<file path="config.mk">
export PLATFORM = sky130hd
export DESIGN_NAME = sehc_top
export DESIGN_NICKNAME = d
export VERILOG_FILES = /design/src/sehc_pkg.sv /design/src/sehc_buf2.sv /design/src/sehc_top.sv
export VERILOG_INCLUDE_DIRS = /design/src /design/src/src
export SDC_FILE = /design/constraint.sdc
export NUM_CORES = 1
export LEC_CHECK = 0
export ABC_AREA = 1
export BUFFER_PORTS_ARGS = -buffer_cell sky130_fd_sc_hd__buf_2
export CAP_MARGIN = 20
export CORE_UTILIZATION = 34
export DETAILED_ROUTE_END_ITERATION = 8
export SKIP_LAST_GASP = 1
export SLEW_MARGIN = 10
export SYNTH_ARGS = -nofsm -noshare
export SYNTH_HDL_FRONTEND = slang
export SYNTH_SLANG_ARGS = --single-unit
</file>
<file path="constraint.sdc">
create_clock -name i_clk -period 7.1 [get_ports i_clk]
set_input_delay 1.065 -clock i_clk [delete_from_list [all_inputs] [get_ports i_clk]]
set_output_delay 1.065 -clock i_clk [all_outputs]
set_load 0.05 [all_outputs]
</file>
<file path="src/sehc_regs.svh">
`ifndef SEHC_REGS_SVH
`define SEHC_REGS_SVH
`define SEHC_CLK_HZ 20000000
`define SEHC_TRIG_MIN_MS 10
`define SEHC_TRIG_CYC ((`SEHC_CLK_HZ / 1000) * `SEHC_TRIG_MIN_MS + 1)
`define SEHC_LED_MS 300
`define SEHC_LED_CYC ((`SEHC_CLK_HZ / 1000) * `SEHC_LED_MS)
`define SEHC_BOOT_MS 200
`define SEHC_BOOT_CYC ((`SEHC_CLK_HZ / 1000) * `SEHC_BOOT_MS)
`define SEHC_BAUD_DEF 9600
`define SEHC_BAUD_MIN 1200
`define SEHC_BAUD_MAX 115200
`define SEHC_BAUD_DIV_DEF (`SEHC_CLK_HZ / `SEHC_BAUD_DEF)
`define SEHC_BEEP_HZ 2700
`define SEHC_BEEP_PER (`SEHC_CLK_HZ / `SEHC_BEEP_HZ)
`define SEHC_BEEP_MS 100
`define SEHC_BEEP_CYC ((`SEHC_CLK_HZ / 1000) * `SEHC_BEEP_MS)
`define SEHC_DATA_BITS 8
`endif

</file>
<file path="src/sehc_pkg.sv">
package sehc_pkg;
   typedef logic [7:0] sehc_byte_t;
   typedef struct packed {
      logic valid;
      sehc_byte_t data;
   } sehc_word_s;
   typedef enum logic [4:0] {
      SEHC_BOOT = 5'b0_0001,
      SEHC_IDLE = 5'b0_0010,
      SEHC_ARM = 5'b0_0100,
      SEHC_SCAN = 5'b0_1000,
      SEHC_HOLD = 5'b1_0000
   } sehc_state_e;
   typedef enum logic [2:0] {
      SEHC_TX_IDLE = 3'b001,
      SEHC_TX_BITS = 3'b010,
      SEHC_TX_STOP = 3'b100
   } sehc_tx_e;
endpackage

</file>
<file path="src/sehc_buf2.sv">
`timescale 1ns/1ps
module sehc_buf2 import sehc_pkg::*; (
   input wire logic i_clk,
   input wire logic i_rst_n,
   input wire logic i_valid,
   output logic o_ready,
   input wire sehc_byte_t i_data,
   output logic o_valid,
   input wire logic i_ready,
   output sehc_byte_t o_data
);
   sehc_byte_t mem_q [2];
   sehc_byte_t mem_d [2];
   logic [1:0] cnt_q, cnt_d;
   logic rd_q, rd_d, wr_q, wr_d;
   logic push, pop;
   assign o_ready = (cnt_q != 2'd2);
   assign o_valid = (cnt_q != 2'd0);
   assign o_data = mem_q[rd_q];
   assign push = i_valid && o_ready;
   assign pop = o_valid && i_ready;
   always_comb begin
      mem_d = mem_q;
      wr_d = wr_q;
      rd_d = rd_q;
      cnt_d = cnt_q;
      if (push) begin
         mem_d[wr_q] = i_data;
         wr_d = ~wr_q;
      end
      if (pop) begin
         rd_d = ~rd_q;
      end
      if (push && !pop) begin
         cnt_d = cnt_q + 2'd1;
      end else if (pop && !push) begin
         cnt_d = cnt_q - 2'd1;
      end
   end
   always_ff @(posedge i_clk or negedge i_rst_n) begin
      if (!i_rst_n) begin
         mem_q[0] <= 8'h00;
         mem_q[1] <= 8'h00;
         cnt_q <= 2'd0;
         rd_q <= 1'b0;
         wr_q <= 1'b0;
      end else begin
         mem_q <= mem_d;
         cnt_q <= cnt_d;
         rd_q <= rd_d;
         wr_q <= wr_d;
      end
   end
   a_buf_no_over: assert property (@(posedge i_clk) disable iff (!i_rst_n)
      cnt_q == 2'd2 |-> !o_ready)
      else $error("buffer accepts when full");
endmodule // sehc_buf2

</file>
<file path="src/sehc_top.sv">
`timescale 1ns/1ps
`include "sehc_regs.svh"
// Overview of operation
// - session starts after trigger low over 10ms
// - after decode send data, wait release
// - trigger release before decode aborts running scan immediately
// - next session needs fresh trigger low
// - baud 1200 to 115200, no flow control
// - reset framing 9600 baud, 8N1
// - transmit on tx line, receive rx
// - good read drives indicator ~300ms high
// - beeper carries PWM on status events
// - ready within 200ms after power
module sehc_top import sehc_pkg::*; #(
   // time counts open for override, defaults are the device figures
   parameter int TRIG_CYC = `SEHC_TRIG_CYC,
   parameter int LED_CYC = `SEHC_LED_CYC,
   parameter int BOOT_CYC = `SEHC_BOOT_CYC,
   parameter int BEEP_CYC = `SEHC_BEEP_CYC,
   parameter int BEEP_PER = `SEHC_BEEP_PER
) (
   input wire logic i_clk,
   input wire logic i_arst_n,
   input wire logic i_scan_trigger_n,
   input wire logic i_rx,
   input wire logic i_decode_done,
   input wire logic i_dec_valid,
   input wire sehc_byte_t i_dec_data,
   input wire logic i_dec_last,
   input wire logic [15:0] i_baud_div,
   output logic o_dec_ready,
   output logic o_tx,
   output logic o_good_read,
   output logic o_beep,
   output logic o_scan_active,
   output logic o_scan_abort,
   output logic o_ready,
   output logic o_rx_valid,
   output sehc_byte_t o_rx_data
);
   localparam logic [15:0] DIV_DEF = 16'(`SEHC_BAUD_DIV_DEF);
   localparam logic [15:0] DIV_MIN = 16'(`SEHC_CLK_HZ / `SEHC_BAUD_MAX);
   localparam logic [15:0] DIV_MAX = 16'(`SEHC_CLK_HZ / `SEHC_BAUD_MIN);

   logic rs1_q, rst_n;
   always_ff @(posedge i_clk or negedge i_arst_n) begin
      if (!i_arst_n) begin
         rs1_q <= 1'b0;
         rst_n <= 1'b0;
      end else begin
         rs1_q <= 1'b1;
         rst_n <= rs1_q;
      end
   end

   // session control
   sehc_state_e st_q, st_d;
   logic [22:0] cnt_q, cnt_d;
   logic act_q, act_d, abt_q, abt_d, rdy_q, rdy_d, sent_q, sent_d;
   logic good_evt, boot_evt;
   logic buf_in_ready, buf_valid, buf_pop, tx_idle;
   logic trig_low;
   assign trig_low = !i_scan_trigger_n;
   always_comb begin
      st_d = st_q;
      cnt_d = cnt_q;
      act_d = 1'b0;
      abt_d = 1'b0;
      rdy_d = rdy_q;
      sent_d = sent_q;
      good_evt = 1'b0;
      boot_evt = 1'b0;
      case (st_q)
         SEHC_BOOT: begin
            cnt_d = cnt_q + 23'd1;
            if (cnt_q == 23'(BOOT_CYC - 1)) begin
               rdy_d = 1'b1;
               boot_evt = 1'b1;
               cnt_d = '0;
               st_d = trig_low ? SEHC_HOLD : SEHC_IDLE;
            end
         end
         SEHC_IDLE: begin
            cnt_d = '0;
            if (trig_low) begin
               st_d = SEHC_ARM;
               cnt_d = 23'd1;
            end
         end
         SEHC_ARM: begin
            if (!trig_low) begin
               st_d = SEHC_IDLE;
               cnt_d = '0;
            end else if (cnt_q >= 23'(TRIG_CYC - 1)) begin
               st_d = SEHC_SCAN;
               act_d = 1'b1;
               sent_d = 1'b0;
            end else begin
               cnt_d = cnt_q + 23'd1;
            end
         end
         SEHC_SCAN: begin
            act_d = 1'b1;
            if (!trig_low && !sent_q) begin
               act_d = 1'b0;
               abt_d = 1'b1;
               st_d = SEHC_IDLE;
            end else if (i_decode_done) begin
               sent_d = 1'b1;
               good_evt = !sent_q;
            end
            if (sent_q && !buf_valid && tx_idle) begin
               act_d = 1'b0;
               st_d = trig_low ? SEHC_HOLD : SEHC_IDLE;
            end
         end
         SEHC_HOLD: begin
            if (!trig_low) begin
               st_d = SEHC_IDLE;
            end
         end
         default: st_d = SEHC_BOOT;
      endcase
   end
   always_ff @(posedge i_clk or negedge rst_n) begin
      if (!rst_n) begin
         st_q <= SEHC_BOOT;
         cnt_q <= '0;
         act_q <= 1'b0;
         abt_q <= 1'b0;
         rdy_q <= 1'b0;
         sent_q <= 1'b0;
      end else begin
         st_q <= st_d;
         cnt_q <= cnt_d;
         act_q <= act_d;
         abt_q <= abt_d;
         rdy_q <= rdy_d;
         sent_q <= sent_d;
      end
   end
   assign o_scan_active = act_q;
   assign o_scan_abort = abt_q;
   assign o_ready = rdy_q;

   // decoded data path; buffer absorbs tx stalls
   sehc_byte_t buf_data;
   logic dec_ready_q, buf_push, buf_full_nxt;
   assign buf_push = i_dec_valid && dec_ready_q;
   // ready is registered, so it must look one edge ahead at the fill level
   assign buf_full_nxt = (!buf_in_ready && !buf_pop)
      || (buf_in_ready && buf_valid && buf_push && !buf_pop);
   always_ff @(posedge i_clk or negedge rst_n) begin
      if (!rst_n) begin
         dec_ready_q <= 1'b0;
      end else begin
         dec_ready_q <= !buf_full_nxt && (st_d == SEHC_SCAN);
      end
   end
   assign o_dec_ready = dec_ready_q;
   sehc_buf2 u_buf (
      .i_clk(i_clk),
      .i_rst_n(rst_n),
      .i_valid(buf_push),
      .o_ready(buf_in_ready),
      .i_data(i_dec_data),
      .o_valid(buf_valid),
      .i_ready(buf_pop),
      .o_data(buf_data)
   );

   // serial transmitter, no flow control lines by design
   sehc_tx_e tx_q, tx_d;
   logic [15:0] div_q, div_d, bdiv_q, bdiv_d, bcnt_q, bcnt_d;
   logic [8:0] sh_q, sh_d;
   logic [3:0] nb_q, nb_d;
   logic tx_o_q, tx_o_d;
   assign tx_idle = (tx_q == SEHC_TX_IDLE);
   assign buf_pop = tx_idle && buf_valid;
   always_comb begin
      div_d = div_q;
      // out-of-range requests keep the last legal rate
      if (i_baud_div >= DIV_MIN && i_baud_div <= DIV_MAX) begin
         div_d = i_baud_div;
      end
      tx_d = tx_q;
      bdiv_d = bdiv_q;
      bcnt_d = bcnt_q;
      sh_d = sh_q;
      nb_d = nb_q;
      tx_o_d = tx_o_q;
      case (tx_q)
         SEHC_TX_IDLE: begin
            tx_o_d = 1'b1;
            if (buf_valid) begin
               sh_d = {1'b1, buf_data};
               bdiv_d = div_q;
               bcnt_d = '0;
               nb_d = '0;
               tx_o_d = 1'b0;
               tx_d = SEHC_TX_BITS;
            end
         end
         SEHC_TX_BITS: begin
            bcnt_d = bcnt_q + 16'd1;
            if (bcnt_q == bdiv_q - 16'd1) begin
               bcnt_d = '0;
               tx_o_d = sh_q[0];
               sh_d = {1'b1, sh_q[8:1]};
               nb_d = nb_q + 4'd1;
               if (nb_q == 4'(`SEHC_DATA_BITS)) begin
                  tx_d = SEHC_TX_STOP;
               end
            end
         end
         SEHC_TX_STOP: begin
            bcnt_d = bcnt_q + 16'd1;
            if (bcnt_q == bdiv_q - 16'd1) begin
               tx_d = SEHC_TX_IDLE;
            end
         end
         default: tx_d = SEHC_TX_IDLE;
      endcase
   end
   always_ff @(posedge i_clk or negedge rst_n) begin
      if (!rst_n) begin
         tx_q <= SEHC_TX_IDLE;
         div_q <= DIV_DEF;
         bdiv_q <= DIV_DEF;
         bcnt_q <= '0;
         sh_q <= '1;
         nb_q <= '0;
         tx_o_q <= 1'b1;
      end else begin
         tx_q <= tx_d;
         div_q <= div_d;
         bdiv_q <= bdiv_d;
         bcnt_q <= bcnt_d;
         sh_q <= sh_d;
         nb_q <= nb_d;
         tx_o_q <= tx_o_d;
      end
   end
   assign o_tx = tx_o_q;

   // serial receiver: mid-bit sampling
   logic [1:0] rsy_q;
   logic [15:0] rcnt_q, rcnt_d;
   logic [3:0] rnb_q, rnb_d;
   logic [7:0] rsh_q, rsh_d;
   logic rbusy_q, rbusy_d, rv_q, rv_d;
   sehc_byte_t rdat_q, rdat_d;
   always_comb begin
      rcnt_d = rcnt_q;
      rnb_d = rnb_q;
      rsh_d = rsh_q;
      rbusy_d = rbusy_q;
      rv_d = 1'b0;
      rdat_d = rdat_q;
      if (!rbusy_q) begin
         if (!rsy_q[1]) begin
            rbusy_d = 1'b1;
            rcnt_d = {1'b0, div_q[15:1]};
            rnb_d = '0;
         end
      end else if (rcnt_q == 16'd0) begin
         rcnt_d = div_q - 16'd1;
         rnb_d = rnb_q + 4'd1;
         if (rnb_q == 4'd0 && rsy_q[1]) begin
            rbusy_d = 1'b0; // false start
         end else if (rnb_q == 4'(`SEHC_DATA_BITS + 1)) begin
            rbusy_d = 1'b0;
            rv_d = rsy_q[1];
            rdat_d = rsy_q[1] ? rsh_q : rdat_q;
         end else if (rnb_q != 4'd0) begin
            rsh_d = {rsy_q[1], rsh_q[7:1]};
         end
      end else begin
         rcnt_d = rcnt_q - 16'd1;
      end
   end
   always_ff @(posedge i_clk or negedge rst_n) begin
      if (!rst_n) begin
         rsy_q <= 2'b11;
         rcnt_q <= '0;
         rnb_q <= '0;
         rsh_q <= '0;
         rbusy_q <= 1'b0;
         rv_q <= 1'b0;
         rdat_q <= '0;
      end else begin
         rsy_q <= {rsy_q[0], i_rx};
         rcnt_q <= rcnt_d;
         rnb_q <= rnb_d;
         rsh_q <= rsh_d;
         rbusy_q <= rbusy_d;
         rv_q <= rv_d;
         rdat_q <= rdat_d;
      end
   end
   assign o_rx_valid = rv_q;
   assign o_rx_data = rdat_q;

   // indicators
   logic [22:0] led_q, led_d;
   logic [21:0] bp_q, bp_d;
   logic [15:0] pw_q, pw_d;
   logic gr_q, gr_d, bz_q, bz_d;
   always_comb begin
      led_d = led_q;
      gr_d = 1'b0;
      if (good_evt) begin
         led_d = 23'(LED_CYC);
      end else if (led_q != '0) begin
         led_d = led_q - 23'd1;
      end
      gr_d = (led_d != '0);
      bp_d = bp_q;
      pw_d = pw_q;
      if (good_evt || boot_evt) begin
         bp_d = 22'(BEEP_CYC);
      end else if (bp_q != '0) begin
         bp_d = bp_q - 22'd1;
      end
      pw_d = (pw_q == 16'(BEEP_PER - 1)) ? 16'd0 : pw_q + 16'd1;
      // 50% duty square; external driver sets loudness
      bz_d = (bp_d != '0) && (pw_d < 16'(BEEP_PER / 2));
   end
   always_ff @(posedge i_clk or negedge rst_n) begin
      if (!rst_n) begin
         led_q <= '0;
         bp_q <= '0;
         pw_q <= '0;
         gr_q <= 1'b0;
         bz_q <= 1'b0;
      end else begin
         led_q <= led_d;
         bp_q <= bp_d;
         pw_q <= pw_d;
         gr_q <= gr_d;
         bz_q <= bz_d;
      end
   end
   assign o_good_read = gr_q;
   assign o_beep = bz_q;

   a_short_low_ignored: assert property (@(posedge i_clk) disable iff (!rst_n)
      (st_q == SEHC_ARM && !trig_low) |=> !act_q)
      else $error("short trigger started session");
   a_release_aborts: assert property (@(posedge i_clk) disable iff (!rst_n)
      (st_q == SEHC_SCAN && !trig_low && !sent_q) |=> (abt_q && !act_q))
      else $error("release did not abort");
   a_hold_no_scan: assert property (@(posedge i_clk) disable iff (!rst_n)
      (st_q == SEHC_HOLD) |=> !act_q)
      else $error("session without fresh trigger");
   a_led_on_read: assert property (@(posedge i_clk) disable iff (!rst_n)
      good_evt |=> gr_q [*8])
      else $error("good read indicator not held");
   a_tx_start_bit: assert property (@(posedge i_clk) disable iff (!rst_n)
      (tx_q == SEHC_TX_IDLE && buf_valid) |=> !o_tx)
      else $error("missing start bit");
   a_tx_idle_high: assert property (@(posedge i_clk) disable iff (!rst_n)
      (tx_q == SEHC_TX_STOP) |-> o_tx)
      else $error("stop bit not high");
   a_boot_ready: assert property (@(posedge i_clk) disable iff (!rst_n)
      (st_q != SEHC_BOOT) |-> rdy_q)
      else $error("left boot without ready");
   a_beep_gated: assert property (@(posedge i_clk) disable iff (!rst_n)
      (bp_q == '0) |-> !bz_q)
      else $error("beeper active without event");
   a_div_legal: assert property (@(posedge i_clk) disable iff (!rst_n)
      (div_q >= DIV_MIN && div_q <= DIV_MAX))
      else $error("baud outside range");
   a_ready_has_room: assert property (@(posedge i_clk) disable iff (!rst_n)
      dec_ready_q |-> buf_in_ready)
      else $error("byte offered without buffer room");
endmodule // sehc_top

</file>
### Word level (Yosys, flattened, before mapping)

Index checks and enable logic that the tools add are counted.

* bitwise logic cells: 6
* muxes and demuxes: 76
* reduce and logical (&&, ||, !) cells: 51
* order comparisons: 7
* add/subtract/negate cells: 12
* equal/unequal tests: 26

Operators with widths (count)
* $mux W23: 5
* $mux W16: 6
* $pmux W23 S3: 1
* $pmux W16 S3: 1
* $sub A16 B1 Y16 const B: 3
* $reduce_bool A23 Y1: 2
* $mux W22: 2
* $reduce_bool A22 Y1: 2
* $mux W5: 8
* $add A16 B1 Y16 const B: 2
* $mux W8: 4
* $mux W1: 27
* $pmux W5 S5: 1
* $add A23 B1 Y23 const B: 1
* $eq A23 B22 Y1 const B: 1
* $ge A23 B18 Y1 const B: 1
* $sub A23 B1 Y23 const B: 1
* $sub A22 B1 Y22 const B: 1
* $mux W4: 5
* $logic_and A1 B1 Y1: 18
* $mux W9: 2
* $ne A2 B2 Y1 const B: 9
* $pmux W9 S2: 1
* $bwmux W16: 1
* other kinds (40): 73

* bits of input ports: 31
* flip-flop bits (word level): 223
* output and inout port bits: 16
* word-level logic and storage cells: 211

### Depth between registers and ports, before layout

Gate-level depths: netlist of run 1.

* depth after elaboration: 8
* gate-level depth with buffers: 18
* gate-level depth less buffers: 17

### Modules after synthesis

A second synthesis of run 1 with hierarchy kept.

* cells, all modules: 1842
* area total of the unflattened synthesis: 13350.3 µm²

By module, submodules not included
* sehc_top: cells each 1718, sequential area each 5081.1 µm², area an instance 12313.1 µm², times used 1
* sehc_buf2: cells each 124, sequential area each 500.5 µm², area an instance 1037.2 µm², times used 1

### Worst setup path before layout of run 1

Ideal clock, no wire load.

* path type: in2reg
* start: in i_scan_trigger_n
* end: reg bz_q (netlist: o_beep)
* data arrival time: 2316 ps
* path buffers: 1
* data required time: 6978 ps
* library setup time: 122 ps
* cell stages on the path: 10
* slack: 4662 ps
* cell sequence: clkbuf_1 > nor2_1 > nand3_2 > inv_1 > nor2_1 > nand2_1 > nor2_1 > nand2_1 > nor2_1 > a21oi_1

* longest elaborated chain between the ends: 7

Ends and longest elaborated chain
* start, declared: line sehc_top.sv:24 `input wire logic i_scan_trigger_n,`
* $logic_and A1 B1 Y1: line sehc_top.sv:104 `if (!trig_low && !sent_q) begin`
* $mux W1: line sehc_top.sv:104
* $mux W1: line sehc_top.sv:73 `case (st_q)`
* $logic_or A1 B1 Y1: line sehc_top.sv:320 `if (good_evt || boot_evt) begin`
* $mux W22: line sehc_top.sv:320
* named net bp_d[19]: line sehc_top.sv:306 `logic [21:0] bp_q, bp_d;`
* $reduce_bool A22 Y1: line sehc_top.sv:327 `bz_d = (bp_d != '0) && (pw_d < 16'(BEEP_PER / 2));`
* $logic_and A1 B1 Y1: line sehc_top.sv:327
* named net bz_d: line sehc_top.sv:308 `logic gr_q, gr_d, bz_q, bz_d;`
* end signal, assigned: line sehc_top.sv:341 `bz_q <= bz_d;`
* end, declared: line sehc_top.sv:308

The timed path passes the listed nets, and every way through them passes these cells.
A chain may end at the register's enable or synchronous reset.

### Final worst setup path of run 1

* start: reg st_q[1]
* end: reg cnt_q[5]

* longest elaborated chain between the ends: 3
* elaborated cells between the ends (all ways): 7
* classes of those cells: 4 x eq/ne; 1 x mux; 2 x reduce/logical

Ends and longest elaborated chain
* start, declared: line sehc_top.sv:57 `sehc_state_e st_q, st_d;`
* start signal, assigned: line sehc_top.sv:134 `st_q <= st_d;`
* $eq A5 B3 Y1 (tied with other cells): line sehc_top.sv:73
* $ne A3 B3 Y1 (no source line) / $reduce_bool A3 Y1 (equally long branches)
* $reduce_and A2 Y1 (no source line)
* end signal, assigned: line sehc_top.sv:135 `cnt_q <= cnt_d;`
* end, declared: line sehc_top.sv:58 `logic [22:0] cnt_q, cnt_d;`

Parallel ways exist; a longest one is shown, timed or not.

==> results of run 1 <==
[path summary, 6_finish.rpt]
kind	startpoint	endpoint	depth (start not counted)
hold reg to reg	rs1_q$_DFF_PN0_	rst_n$_DFF_PN0_	0
max in group asynchronous	rst_n$_DFF_PN0_	rcnt_q[6]$_DFFE_PN0P_	1
hold / removal	i_arst_n	rst_n$_DFF_PN0_	1
setup / recovery	st_q[1]$_DFF_PN0_	cnt_q[5]$_DFFE_PN0P_	13
min in group i_clk	rs1_q$_DFF_PN0_	rst_n$_DFF_PN0_	0
setup reg to reg	st_q[1]$_DFF_PN0_	cnt_q[5]$_DFFE_PN0P_	13
[registers in the layout, summed over array words and instances (netlist names), 2 cells and up]
register     flops
sh_q             8
bp_q            22
u_buf.cnt_q      2
nb_q             4
rsh_q            8
u_buf.mem_q     16
rnb_q            4
pw_q            16
bcnt_q          16
div_q           16
rsy_q            2
o_rx_data        8
tx_q             3
st_q             5
rcnt_q          16
led_q           23
cnt_q           23
bdiv_q          16
[cells in the mapped netlist (all sizes together)]
cell type	count
a211oi	2
a21boi	1
a21o	2
a21oi	33
a221oi	1
a31oi	10
and2	1
buf	13
clkbuf	27
clkinv	2
conb	1
dfrtp	201
dfstp	21
ha	16
inv	240
nand2	443
nand3	127
nand3b	10
nand4	32
nor2	279
nor3	44
nor3b	3
nor4	10
o2111ai	1
o211ai	3
o21ai	128
o221ai	5
o22ai	9
o311ai	1
o31ai	2
o32ai	1
or2	5
xnor2	27
xnor3	2
xor2	54
[area by class of cell]
type | instances | share of cell area, %
multi-input combinational | 1253 | 42.7
clock inverter | 8 | 0.701
inverter | 242 | 6.36
clock buffer | 37 | 5.27
timing repair buffer | 49 | 1.79
sequential | 222 | 39.1
tap | 468 | 4.10
[stage by stage]
step	util (%)	hold WS, ns
2_1_floorplan	-	0.331
3_3_place_gp	36.5	0.339
3_5_place_dp	36.5	0.343
4_1_cts	38.8	0.277
5_1_grt	38.8	0.280
6_report	38.8	0.298
[routing by layer]
metal	vias up	wire length (um)
li1	5664	-
met1	5097	14600
met2	197	13700
met3	47	1040
met4	0	685
met5	-	0
[worst reg2reg max path, cell delays in order, from the launching register on]
cell and delay, ns:
sky130_fd_sc_hd__dfrtp_1 0.44, sky130_fd_sc_hd__nor2_1 0.16, sky130_fd_sc_hd__nand4_1 0.63, sky130_fd_sc_hd__inv_2 0.34, sky130_fd_sc_hd__nor2_2 0.12, sky130_fd_sc_hd__inv_2 0.19, sky130_fd_sc_hd__nor2_1 0.06, sky130_fd_sc_hd__inv_1 0.13
sky130_fd_sc_hd__nand2_1 0.33, sky130_fd_sc_hd__inv_1 0.61, sky130_fd_sc_hd__nand2_1 0.13, sky130_fd_sc_hd__o21ai_0 0.17, sky130_fd_sc_hd__nand2_1 0.06, sky130_fd_sc_hd__nor2_1 0.08
[where the power goes]
| group | internal (mW) | total, mW | leakage, nW | switching, mW |
|---|---|---|---|---|
| logic | 0.378 | 1.03 | 3.84 | 0.648 |
| clock network | 0.807 | 1.35 | 0.417 | 0.543 |
| registers | 1.51 | 1.71 | 2.72 | 0.208 |
[cells in the final DEF (no fill, tap or decap), types with 27 or more instances in the layout]
| cell | n |
|---|---|
| sky130_fd_sc_hd__nor3_1 | 42 |
| sky130_fd_sc_hd__nand2_1 | 442 |
| sky130_fd_sc_hd__o21ai_0 | 124 |
| sky130_fd_sc_hd__xor2_1 | 54 |
| sky130_fd_sc_hd__a21oi_1 | 32 |
| sky130_fd_sc_hd__nor2_1 | 270 |
| sky130_fd_sc_hd__inv_1 | 233 |
| sky130_fd_sc_hd__clkbuf_16 | 27 |
| sky130_fd_sc_hd__nand4_1 | 32 |
| sky130_fd_sc_hd__nand3_1 | 124 |
| sky130_fd_sc_hd__dfrtp_1 | 200 |
| sky130_fd_sc_hd__xnor2_1 | 27 |
| sky130_fd_sc_hd__buf_2 | 45 |
[kinds of logic after synthesis]
kind of cell / after synthesis
adders and majority gates: 16
other: 1
AOI/OAI and AO/OA: 199
DFF: 222
xor gates and xnor gates: 83
and+or+nand+nor: 954
buffers and inverters: 282
==> flow_metrics.env, run 1 <==
export IMPL_final_instance_count_excl_fill=2279
export IMPL_irDropWorstVdd_v=0.000150
export IMPL_antenna_cells=0
export IMPL_gp_routability_congestion=0.907
export IMPL_max_cap_violations=0
export IMPL_overall_power_consumption_mw=4.09
export IMPL_synthTopCellsByArea="sky130_fd_sc_hd__dfrtp_1 (39%), sky130_fd_sc_hd__nand2_1 (13%), sky130_fd_sc_hd__nor2_1 (7.9%)"
export IMPL_main_combinational_cell_family_by_area_after_synthesis="simple AND/OR/NAND/NOR gates"
export IMPL_worst_endpoint_arrival_ns=4.00
export IMPL_layout_area_overhead_vs_synth_pct=12.0
export IMPL_ys_seq_area_share_pct=43.7
export IMPL_simple_gate_portion_of_the_synthesized_area_pct=31.8
export IMPL_critPathSlowestCell="sky130_fd_sc_hd__nand4_1"
export IMPL_floorplan_die_width_um=196
export IMPL_result_of_the_run="completed"
export IMPL_worst_slew_pin_transition_ns=0.904
export IMPL_busiest_layer_in_global_routing="met2"
export IMPL_post_cts_buffers=0
export IMPL_cts_tree="done"
export IMPL_kind_of_cell_with_the_highest_combined_delay_on_the_critical_path="simple AND/OR/NAND/NOR gates"
export IMPL_post_route_min_period_ns=3.53
export IMPL_synth_cell_types=49
export IMPL_worstPathCellList="nor2_1, nand4_1, inv_2, nor2_2, inv_2, nor2_1, inv_1, nand2_1, inv_1, nand2_1, o21ai_0, nand2_1, nor2_1"
export IMPL_routed_via_density=4.83
export IMPL_mappedNetlistArea_mm2=0.0128
export IMPL_nNetsFinal=1842
export IMPL_ios=47
export IMPL_worstPathMaxFanout=25
export IMPL_wire_length_of_the_first_global_routing_pass_um=52200
export IMPL_synth_top_area_share_pct=39.4
export IMPL_die_outline_area_mm2=0.0383
export IMPL_timing_final_crit_share_pct=49.7
export IMPL_numClockSinks=222
export IMPL_yosys_area_top_type="sky130_fd_sc_hd__dfrtp_1"
export IMPL_drt_pre_antenna_iters=5
export IMPL_cts_repair_resized=0
export IMPL_postSynthAreaPerCell_um2=7.26
export IMPL_path_buf_inv=4
export IMPL_use_met1_pct=22.1
export IMPL_syn_nets=1804
export IMPL_placement_rows=70
export IMPL_arithmetic_cell_share_of_the_synthesized_area_counting_full_adders_half_adders_and_majority_gates_pct=1.57
export IMPL_final_layout_size_suffix_gt1_share_pct=7.68
export IMPL_initial_utilization_pct=34.7
export IMPL_post_place_cells=2234
export IMPL_dp_hpwl_um=21600
export IMPL_fin_ws_ns=3.57
export IMPL_timing_hold_violations_final=0
export IMPL_clk_pin_slew_worst_paths_ns=0.06
export IMPL_dpl_worst_slack_ns=3.60
export IMPL_reg2reg_setup_slack_ns=3.57
export IMPL_yosys_warnings=0
export IMPL_placed_cell_area_mm2=0.0134
export IMPL_maxSlewViolCount=0
export IMPL_wl_per_cell_um=13.1
export IMPL_synth_seq_cells=222
export IMPL_timing_setup_tns_ns=0
export IMPL_rsz0062_at_grt="no"
export IMPL_fin_worst_skew_ns=0.0215
export IMPL_startpoint_type="register"
export IMPL_crit_required_ns=7.57
export IMPL_powerDensity_mw_per_mm2=286
export IMPL_grt_max_degree=67
export IMPL_cellLeakagePower_nw=6.98
export IMPL_wl_um=30000
export IMPL_fillerInstances=3809
export IMPL_max_freq_ghz=0.284
export IMPL_clock_tree_root_cell="sky130_fd_sc_hd__clkbuf_16"
export IMPL_setup_failing_eps_final=0
export IMPL_timing_critical_path_slowest_cell_delay_ns=0.63
export IMPL_global_route_usage_total_pct=16.2
export IMPL_numCtsBuffers=27
export IMPL_total_area_of_multi_input_combinational_cells_mm2=0.00610
export IMPL_via_count=11000
export IMPL_route_detailed_drc=0
export IMPL_post_synth_inst_count=1757
export IMPL_gr_total_overflow=0
export IMPL_route_antenna_remaining_nets=0
export IMPL_yosys_area_share_xor_xnor_pct=5.91
export IMPL_maxSlewHeadroom_pct=39.7
export IMPL_grtUsageMet2_pct=27.1
export IMPL_number_of_global_route_vias_before_repair=10900
export IMPL_initial_antenna_violation_count=0
export IMPL_worst_setup_path_end_kind="register"
export IMPL_criticalPathCategory="register to register"
export IMPL_sequential_area_mm2=0.00559
export IMPL_final_design_area_no_fill_mm2=0.0143
export IMPL_postCtsHoldBufs=0
export IMPL_yosys_mux_area_fraction_pct=0
export IMPL_bufs_on_longest_clock_path=3
export IMPL_min_delay_path_class="primary input to asynchronous set/reset pin"
export IMPL_first_iter_violations=788
export IMPL_worstSkewPairLatency_ns=0.54
export IMPL_core_area_mm2=0.0368
export IMPL_buffer_ports_inserted=45
export IMPL_grtUsageMet3_pct=1.77
export IMPL_synth_compound_gate_area_share_pct=8.51
export IMPL_ctsHtreeMaxLevel=1
export IMPL_chipHeight_um=196
Note: power is estimated with default switching activity, not from simulation.
==> run 2: changes to the inputs <==
--- a/config.mk
+++ b/config.mk
@@ -6,7 +6,7 @@
 export SDC_FILE = /design/constraint.sdc
 export NUM_CORES = 1
 export LEC_CHECK = 0
-export ABC_AREA = 1
+export ABC_AREA = 0
 export BUFFER_PORTS_ARGS = -buffer_cell sky130_fd_sc_hd__buf_2
 export CAP_MARGIN = 20
 export CORE_UTILIZATION = 34
==> constraint.sdc (replaced) <==
create_clock -name i_clk -period 3.05 [get_ports i_clk]
set_input_delay 0.4575 -clock i_clk [delete_from_list [all_inputs] [get_ports i_clk]]
set_output_delay 0.4575 -clock i_clk [all_outputs]
set_load 0.05 [all_outputs]
==> flow_metrics.env, run 2 <==
export IMPL_result_of_the_run="completed"
export IMPL_synth_compound_gate_area_share_pct=11.6
export IMPL_placement_rows=68
export IMPL_bufs_on_longest_clock_path=3
export IMPL_post_place_cells=1739
export IMPL_route_antenna_remaining_nets=0
export IMPL_portion_of_total_power_attributed_to_sequential_cells_pct=46.5
export IMPL_worstPathMaxFanout=3
export IMPL_ios=47
export IMPL_timing_hold_ws_ns=0.0382
export IMPL_synth_cells_most_frequent="sky130_fd_sc_hd__dfrtp_1 (201), sky130_fd_sc_hd__nor2_1 (148), sky130_fd_sc_hd__nand2_1 (127)"
export IMPL_synth_cell_types=81
export IMPL_fillerInstances=3461
export IMPL_mappedNetlistArea_mm2=0.0119
export IMPL_grtUsageMet3_pct=2.19
export IMPL_core_area_mm2=0.0345
export IMPL_global_route_usage_total_pct=15.5
export IMPL_synth_top_area_share_pct=42.1
export IMPL_ctsHtreeMaxLevel=1
export IMPL_power_switching_fraction_pct=27.1
export IMPL_antenna_cells=0
export IMPL_min_delay_path_class="primary input to register"
export IMPL_use_met1_pct=21.8
export IMPL_path_buf_inv=1
export IMPL_simple_gate_portion_of_the_synthesized_area_pct=23.9
export IMPL_mostFrequentLayoutCell="sky130_fd_sc_hd__dfrtp_1"
export IMPL_timing_critical_path_slowest_cell_delay_ns=0.64
export IMPL_max_cap_violations=0
export IMPL_nNetsFinal=1361
export IMPL_die_outline_area_mm2=0.0359
export IMPL_total_area_of_multi_input_combinational_cells_mm2=0.00610
export IMPL_initial_antenna_violation_count=0
export IMPL_worst_slew_pin_transition_ns=0.802
export IMPL_via_count=9435
export IMPL_arithmetic_cell_share_of_the_synthesized_area_counting_full_adders_half_adders_and_majority_gates_pct=1.68
export IMPL_final_util_pct=40.3
export IMPL_reg_largest_list="cnt_q: 23 flops, led_q: 23 flops, bp_q: 22 flops"
export IMPL_timing_setup_tns_ns=0
export IMPL_worstSkewPairLatency_ns=0.53
export IMPL_final_layout_size_suffix_gt1_share_pct=18.7
export IMPL_grt_max_degree=108
export IMPL_startpoint_type="register"
export IMPL_yosys_mux_area_fraction_pct=6.21
export IMPL_wire_length_of_the_first_global_routing_pass_um=46700
export IMPL_numCtsBuffers=27
export IMPL_yosys_area_share_xor_xnor_pct=7.41
export IMPL_route_detailed_drc=0
export IMPL_wl_um=27300
export IMPL_clock_tree_root_cell="sky130_fd_sc_hd__clkbuf_16"
export IMPL_worst_setup_path_end_kind="register"
export IMPL_setup_failing_eps_final=0
export IMPL_netSwitchingPower_mw=2.19
export IMPL_timing_hold_violations_final=0
export IMPL_number_of_global_route_vias_before_repair=9296
export IMPL_maxSlewHeadroom_pct=46.4
export IMPL_synthTopCellsByArea="sky130_fd_sc_hd__dfrtp_1 (42%), sky130_fd_sc_hd__mux2_2 (5.4%), sky130_fd_sc_hd__nor2_1 (4.7%)"
export IMPL_cts_tree="done"
export IMPL_sequential_area_mm2=0.00559
export IMPL_buffer_ports_inserted=45
export IMPL_critPathSlowestCell="sky130_fd_sc_hd__or4b_2"
export IMPL_numClockSinks=222
export IMPL_post_synth_inst_count=1236
export IMPL_routed_via_density=5.27
export IMPL_synthMostInstantiatedCell="sky130_fd_sc_hd__dfrtp_1"
export IMPL_yosys_warnings=0
export IMPL_dp_hpwl_um=18900
export IMPL_most_common_layout_cells="sky130_fd_sc_hd__dfrtp_1 (200), sky130_fd_sc_hd__nor2_1 (148), sky130_fd_sc_hd__nand2_1 (127)"
export IMPL_criticalPathCategory="register to register"
export IMPL_worstPathCellList="inv_1, ha_1, or4b_2, nor3b_2, mux2_2, nor3_1, nand4_1, or4_1"
export IMPL_initial_utilization_pct=34.6
export IMPL_post_route_min_period_ns=2.87
export IMPL_postSynth_topFlopCell="sky130_fd_sc_hd__dfrtp_1"
export IMPL_ys_seq_area_share_pct=46.7
export IMPL_drt_pre_antenna_iters=5
export IMPL_crit_required_ns=3.44
export IMPL_cellLeakagePower_nw=5.89
export IMPL_yosys_area_top_type="sky130_fd_sc_hd__dfrtp_1"
export IMPL_layout_area_overhead_vs_synth_pct=16.6
export IMPL_chipHeight_um=189
export IMPL_grtUsageMet2_pct=25.2
export IMPL_maxSlewViolCount=0
export IMPL_share_of_power_burned_in_the_clock_network_pct=40.9
export IMPL_main_combinational_cell_family_by_area_after_synthesis="simple AND/OR/NAND/NOR gates"
export IMPL_kind_of_cell_with_the_highest_combined_delay_on_the_critical_path="simple AND/OR/NAND/NOR gates"
export IMPL_gp_routability_congestion=0.819
export IMPL_fin_worst_skew_ns=0.0140
export IMPL_floorplan_die_width_um=189
export IMPL_worst_endpoint_arrival_ns=3.26
export IMPL_postSynthAreaPerCell_um2=9.66
export IMPL_irDropWorstVdd_v=0.000449
export IMPL_synth_seq_cells=222
export IMPL_first_iter_violations=532
export IMPL_wl_per_cell_um=15.3
export IMPL_fin_ws_ns=0.179
export IMPL_intPower_mw=5.88
export IMPL_max_freq_ghz=0.348
export IMPL_synth_enable_flop_cells=0
export IMPL_dpl_worst_slack_ns=0.168
export IMPL_timing_final_crit_share_pct=94.1
export IMPL_final_instance_count_excl_fill=1789
export IMPL_async_reset_ff_share_pct=100
export IMPL_combinational_power_share_pct=12.6
export IMPL_busiest_layer_in_global_routing="met2"
export IMPL_clk_pin_slew_worst_paths_ns=0.06
export IMPL_gr_total_overflow=0
export IMPL_rsz0062_at_grt="yes"
export IMPL_powerDensity_mw_per_mm2=580
export IMPL_syn_nets=1283
[run 2: cell types whose count changed in the layout (fill, tap and decap cells not counted), moves of 43 or more]
| cell | delta |
|---|---|
| sky130_fd_sc_hd__nand2_1 | -315 |
| sky130_fd_sc_hd__inv_1 | -208 |
| sky130_fd_sc_hd__nor2_1 | -122 |
| sky130_fd_sc_hd__o21ai_0 | -89 |
| sky130_fd_sc_hd__nand3_1 | -83 |
| sky130_fd_sc_hd__mux2_2 | +57 |
| sky130_fd_sc_hd__buf_4 | +43 |
[run 2: stage by stage]
step,total power [mW],area (um2)
2_1_floorplan,4.48,11900
3_5_place_dp,4.81,13000
6_report,8.07,13900
5_1_grt,8.51,13900
4_1_cts,8.18,13900
3_3_place_gp,4.78,13000
[run 2: logic make-up (layout without fill, tap and decap cells)]
logic type | count (synthesis) | after routing
compound gates | 197 | 197
simple gates | 559 | 559
fa+ha+maj | 16 | 16
xor+xnor | 101 | 101
buf+inv | 73 | 171
other cells | 1 | 1
flops | 222 | 222
mux | 67 | 67
[run 2: power by group through the flow]
stage,combinational (mW),clock [mW],sequential [mW]
after floorplan,0.784,0,3.69
after global placement,0.997,0,3.78
after detailed placement,1.02,0,3.79
after CTS,1.03,3.40,3.75
after global routing,1.16,3.53,3.82
final,1.02,3.30,3.75
[run 2: path summary, 6_finish.rpt]
kind	end	cells past startpoint	from	slack [ns]
worst min-delay path	rsy_q[0]$_DFF_PN1_	1	i_rx	0.04
max in group asynchronous	div_q[11]$_DFFE_PN1P_	1	rst_n$_DFF_PN0_	1.82
worst max-delay path	o_good_read$_DFF_PN0_	8	led_q[0]$_DFF_PN0_	0.18
worst min register to register	o_dec_ready$_DFF_PN0_	0	rst_n$_DFF_PN0_	0.30
min in group asynchronous	rst_n$_DFF_PN0_	2	i_arst_n	0.24
worst max register to register	o_good_read$_DFF_PN0_	8	led_q[0]$_DFF_PN0_	0.18
[run 2: final cells by class]
cell class                      count  area share, %
Inverter                           26          0.701
Multi-Input combinational cell    941           43.8
Clock inverter                      5          0.746
Clock buffer                       44           5.88
Sequential cell                   222           40.1
Timing Repair Buffer               96           4.65
Tap cell                          455           4.09
[run 2: per-layer routing]
metal / wire length (um) / vias up
li1: - / 4600
met1: 13100 / 4633
met2: 12500 / 169
met3: 1120 / 33
met4: 491 / 0
met5: 0 / -
[run 2: what timing repair did]
item | CTS | global route
hold buffers | 1 | 0
setup endpoints to repair | 0 | 26
resized for setup | 0 | 3
buffers inserted | 0 | 0
hold endpoints to repair | 2 | 0
==> run 3: changes to the inputs <==
==> constraint.sdc (replaced) <==
create_clock -name i_clk -period 3.67 [get_ports i_clk]
set_input_delay 0.5505 -clock i_clk [delete_from_list [all_inputs] [get_ports i_clk]]
set_output_delay 0.5505 -clock i_clk [all_outputs]
set_load 0.05 [all_outputs]
==> flow_metrics.env, run 3 (synthesis gave the netlist of run 2 again) <==
export IMPL_result_of_the_run="completed"
export IMPL_powerDensity_mw_per_mm2=486
export IMPL_initial_utilization_pct=34.6
export IMPL_bufs_on_longest_clock_path=3
export IMPL_via_count=9267
export IMPL_clk_pin_slew_worst_paths_ns=0.07
export IMPL_placement_rows=68
export IMPL_reg2reg_setup_slack_ns=0.52
export IMPL_gr_total_overflow=0
export IMPL_ctsHtreeMaxLevel=1
export IMPL_route_antenna_remaining_nets=0
export IMPL_clock_tree_root_cell="sky130_fd_sc_hd__clkbuf_16"
export IMPL_worstPathMaxFanout=12
export IMPL_die_outline_area_mm2=0.0359
export IMPL_worstHoldStart="i_rx"
export IMPL_max_freq_ghz=0.317
export IMPL_setup_failing_eps_final=0
export IMPL_criticalPathCategory="register to register"
export IMPL_timing_final_crit_share_pct=85.8
export IMPL_min_delay_path_class="primary input to register"
export IMPL_reg_largest_list="cnt_q: 23 flops, led_q: 23 flops, bp_q: 22 flops"
export IMPL_floorplan_die_width_um=189
export IMPL_chipHeight_um=189
export IMPL_fillerInstances=3436
export IMPL_mostFrequentLayoutCell="sky130_fd_sc_hd__dfrtp_1"
export IMPL_grtUsageMet2_pct=24.6
export IMPL_cts_tree="done"
export IMPL_post_cts_buffers=0
export IMPL_crit_required_ns=4.06
export IMPL_drt_pre_antenna_iters=4
export IMPL_r2r_start="rcnt_q[12]$_DFFE_PN0P_"
export IMPL_ios=47
export IMPL_worst_hold_path_endpoint="rsy_q[0]$_DFF_PN1_"
export IMPL_dp_hpwl_um=18600
export IMPL_numClockSinks=222
export IMPL_grtUsageMet3_pct=1.84
export IMPL_rsz0062_at_grt="no"
export IMPL_final_design_area_no_fill_mm2=0.0137
export IMPL_buffer_ports_inserted=45
export IMPL_number_of_cells_on_the_worst_hold_path=1
export IMPL_timing_setup_tns_ns=0
export IMPL_routed_via_density=5.26
export IMPL_r2r_end="rcnt_q[14]$_DFFE_PN0P_"
export IMPL_numCtsBuffers=25
export IMPL_final_layout_size_suffix_gt1_share_pct=17.0
export IMPL_worst_setup_path_end_kind="register"
export IMPL_max_cap_violations=0
export IMPL_number_of_global_route_vias_before_repair=9109
export IMPL_placed_cell_area_mm2=0.0128
export IMPL_gp_routability_congestion=0.829
export IMPL_wl_per_cell_um=15.2
export IMPL_worst_endpoint_arrival_ns=3.54
export IMPL_first_iter_violations=539
export IMPL_antenna_cells=0
export IMPL_route_detailed_drc=0
export IMPL_layout_area_overhead_vs_synth_pct=14.4
export IMPL_wire_length_of_the_first_global_routing_pass_um=45600
export IMPL_busiest_layer_in_global_routing="met2"
export IMPL_maxSlewHeadroom_pct=32.3
export IMPL_startpoint_type="register"
export IMPL_cellLeakagePower_nw=5.74
export IMPL_use_met1_pct=21.3
export IMPL_irDropWorstVdd_v=0.000322
export IMPL_most_common_layout_cells="sky130_fd_sc_hd__dfrtp_1 (200), sky130_fd_sc_hd__nor2_1 (148), sky130_fd_sc_hd__nand2_1 (127)"
export IMPL_initial_antenna_violation_count=0
export IMPL_worstSkewPairLatency_ns=0.53
export IMPL_global_route_usage_total_pct=15.2
export IMPL_grt_max_degree=68
export IMPL_worst_slew_pin_transition_ns=1.01
export IMPL_r2r_worst_path_cells=12
export IMPL_maxSlewViolCount=0
export IMPL_core_area_mm2=0.0345
export IMPL_fin_worst_skew_ns=0.00691
export IMPL_timing_hold_violations_final=0
export IMPL_nNetsFinal=1334
export IMPL_wl_um=26800
export IMPL_post_route_min_period_ns=3.15
[run 3: metal layers]
layer / up-vias / part of all wire [%]
met4: 0 / 2.0
met3: 38 / 2.6
met1: 4564 / 49
li1: 4525 / -
met2: 140 / 46
met5: - / 0
[run 3: report_power, final]
part           leakage, nW  internal (mW)  total [mW]  switching [mW]
sequential            2.71           2.74        3.14           0.392
combinational         2.59          0.402       0.800           0.398
clock                0.435           1.66        2.71            1.04
[run 3: per-stage QoR]
| stage | instances | total power [mW] | setup WS [ns] | util, % | hold slack, ns |
|---|---|---|---|---|---|
| 2_1_floorplan | 1236 | 3.72 | 0.0391 | - | 0.255 |
| 3_3_place_gp | 1714 | 3.94 | 0.628 | 36.9 | 0.332 |
| 3_5_place_dp | 1714 | 3.97 | 0.594 | 36.9 | 0.336 |
| 4_1_cts | 1761 | 6.73 | 0.584 | 39.6 | 0.109 |
| 5_1_grt | 1761 | 6.97 | 0.179 | 39.6 | 0.114 |
| 6_report | 1761 | 6.64 | 0.520 | 39.6 | 0.126 |
[run 3: worst max path at each step]
stage,start,cells after the start,end
CTS,rcnt_q[12]$_DFFE_PN0P_,12,rcnt_q[14]$_DFFE_PN0P_
global route,rcnt_q[7]$_DFFE_PN0P_,12,rcnt_q[14]$_DFFE_PN0P_
floorplan,rst_n$_DFF_PN0_,0,bcnt_q[0]$_DFFE_PN0P_
finish,rcnt_q[12]$_DFFE_PN0P_,12,rcnt_q[14]$_DFFE_PN0P_
detailed placement,rcnt_q[7]$_DFFE_PN0P_,7,o_rx_data[5]$_DFFE_PN0P_
global placement,rcnt_q[7]$_DFFE_PN0P_,12,rcnt_q[14]$_DFFE_PN0P_
[run 3: layout make-up]
type / instances / area (um2) / area share, %
Tap cell: 455 / 569 / 4.17
Inverter: 26 / 97.6 / 0.714
Clock inverter: 10 / 168 / 1.23
Clock buffer: 36 / 727 / 5.32
Multi-Input combinational cell: 941 / 6090 / 44.5
Timing Repair Buffer: 71 / 435 / 3.19
Sequential cell: 222 / 5590 / 40.9
[run 3: critical path: stages, from the launching register on]
cell and delay [ns]:
sky130_fd_sc_hd__dfrtp_1 0.43, sky130_fd_sc_hd__nor3_1 0.13, sky130_fd_sc_hd__and4_1 0.20, sky130_fd_sc_hd__buf_4 0.17
sky130_fd_sc_hd__and2_1 0.33, sky130_fd_sc_hd__a21oi_1 0.26, sky130_fd_sc_hd__ha_1 0.23, sky130_fd_sc_hd__inv_1 0.07
sky130_fd_sc_hd__a211oi_1 0.40, sky130_fd_sc_hd__nand4_1 0.27, sky130_fd_sc_hd__nor3b_1 0.30, sky130_fd_sc_hd__xnor2_1 0.14
sky130_fd_sc_hd__o21ai_0 0.08
[run 3: what timing repair did]
action | in CTS | in global routing
endpoints found under the setup margin | 0 | 0
gates resized for setup | 0 | 0
hold endpoints to repair | 2 | 0
hold buffers | 1 | 0
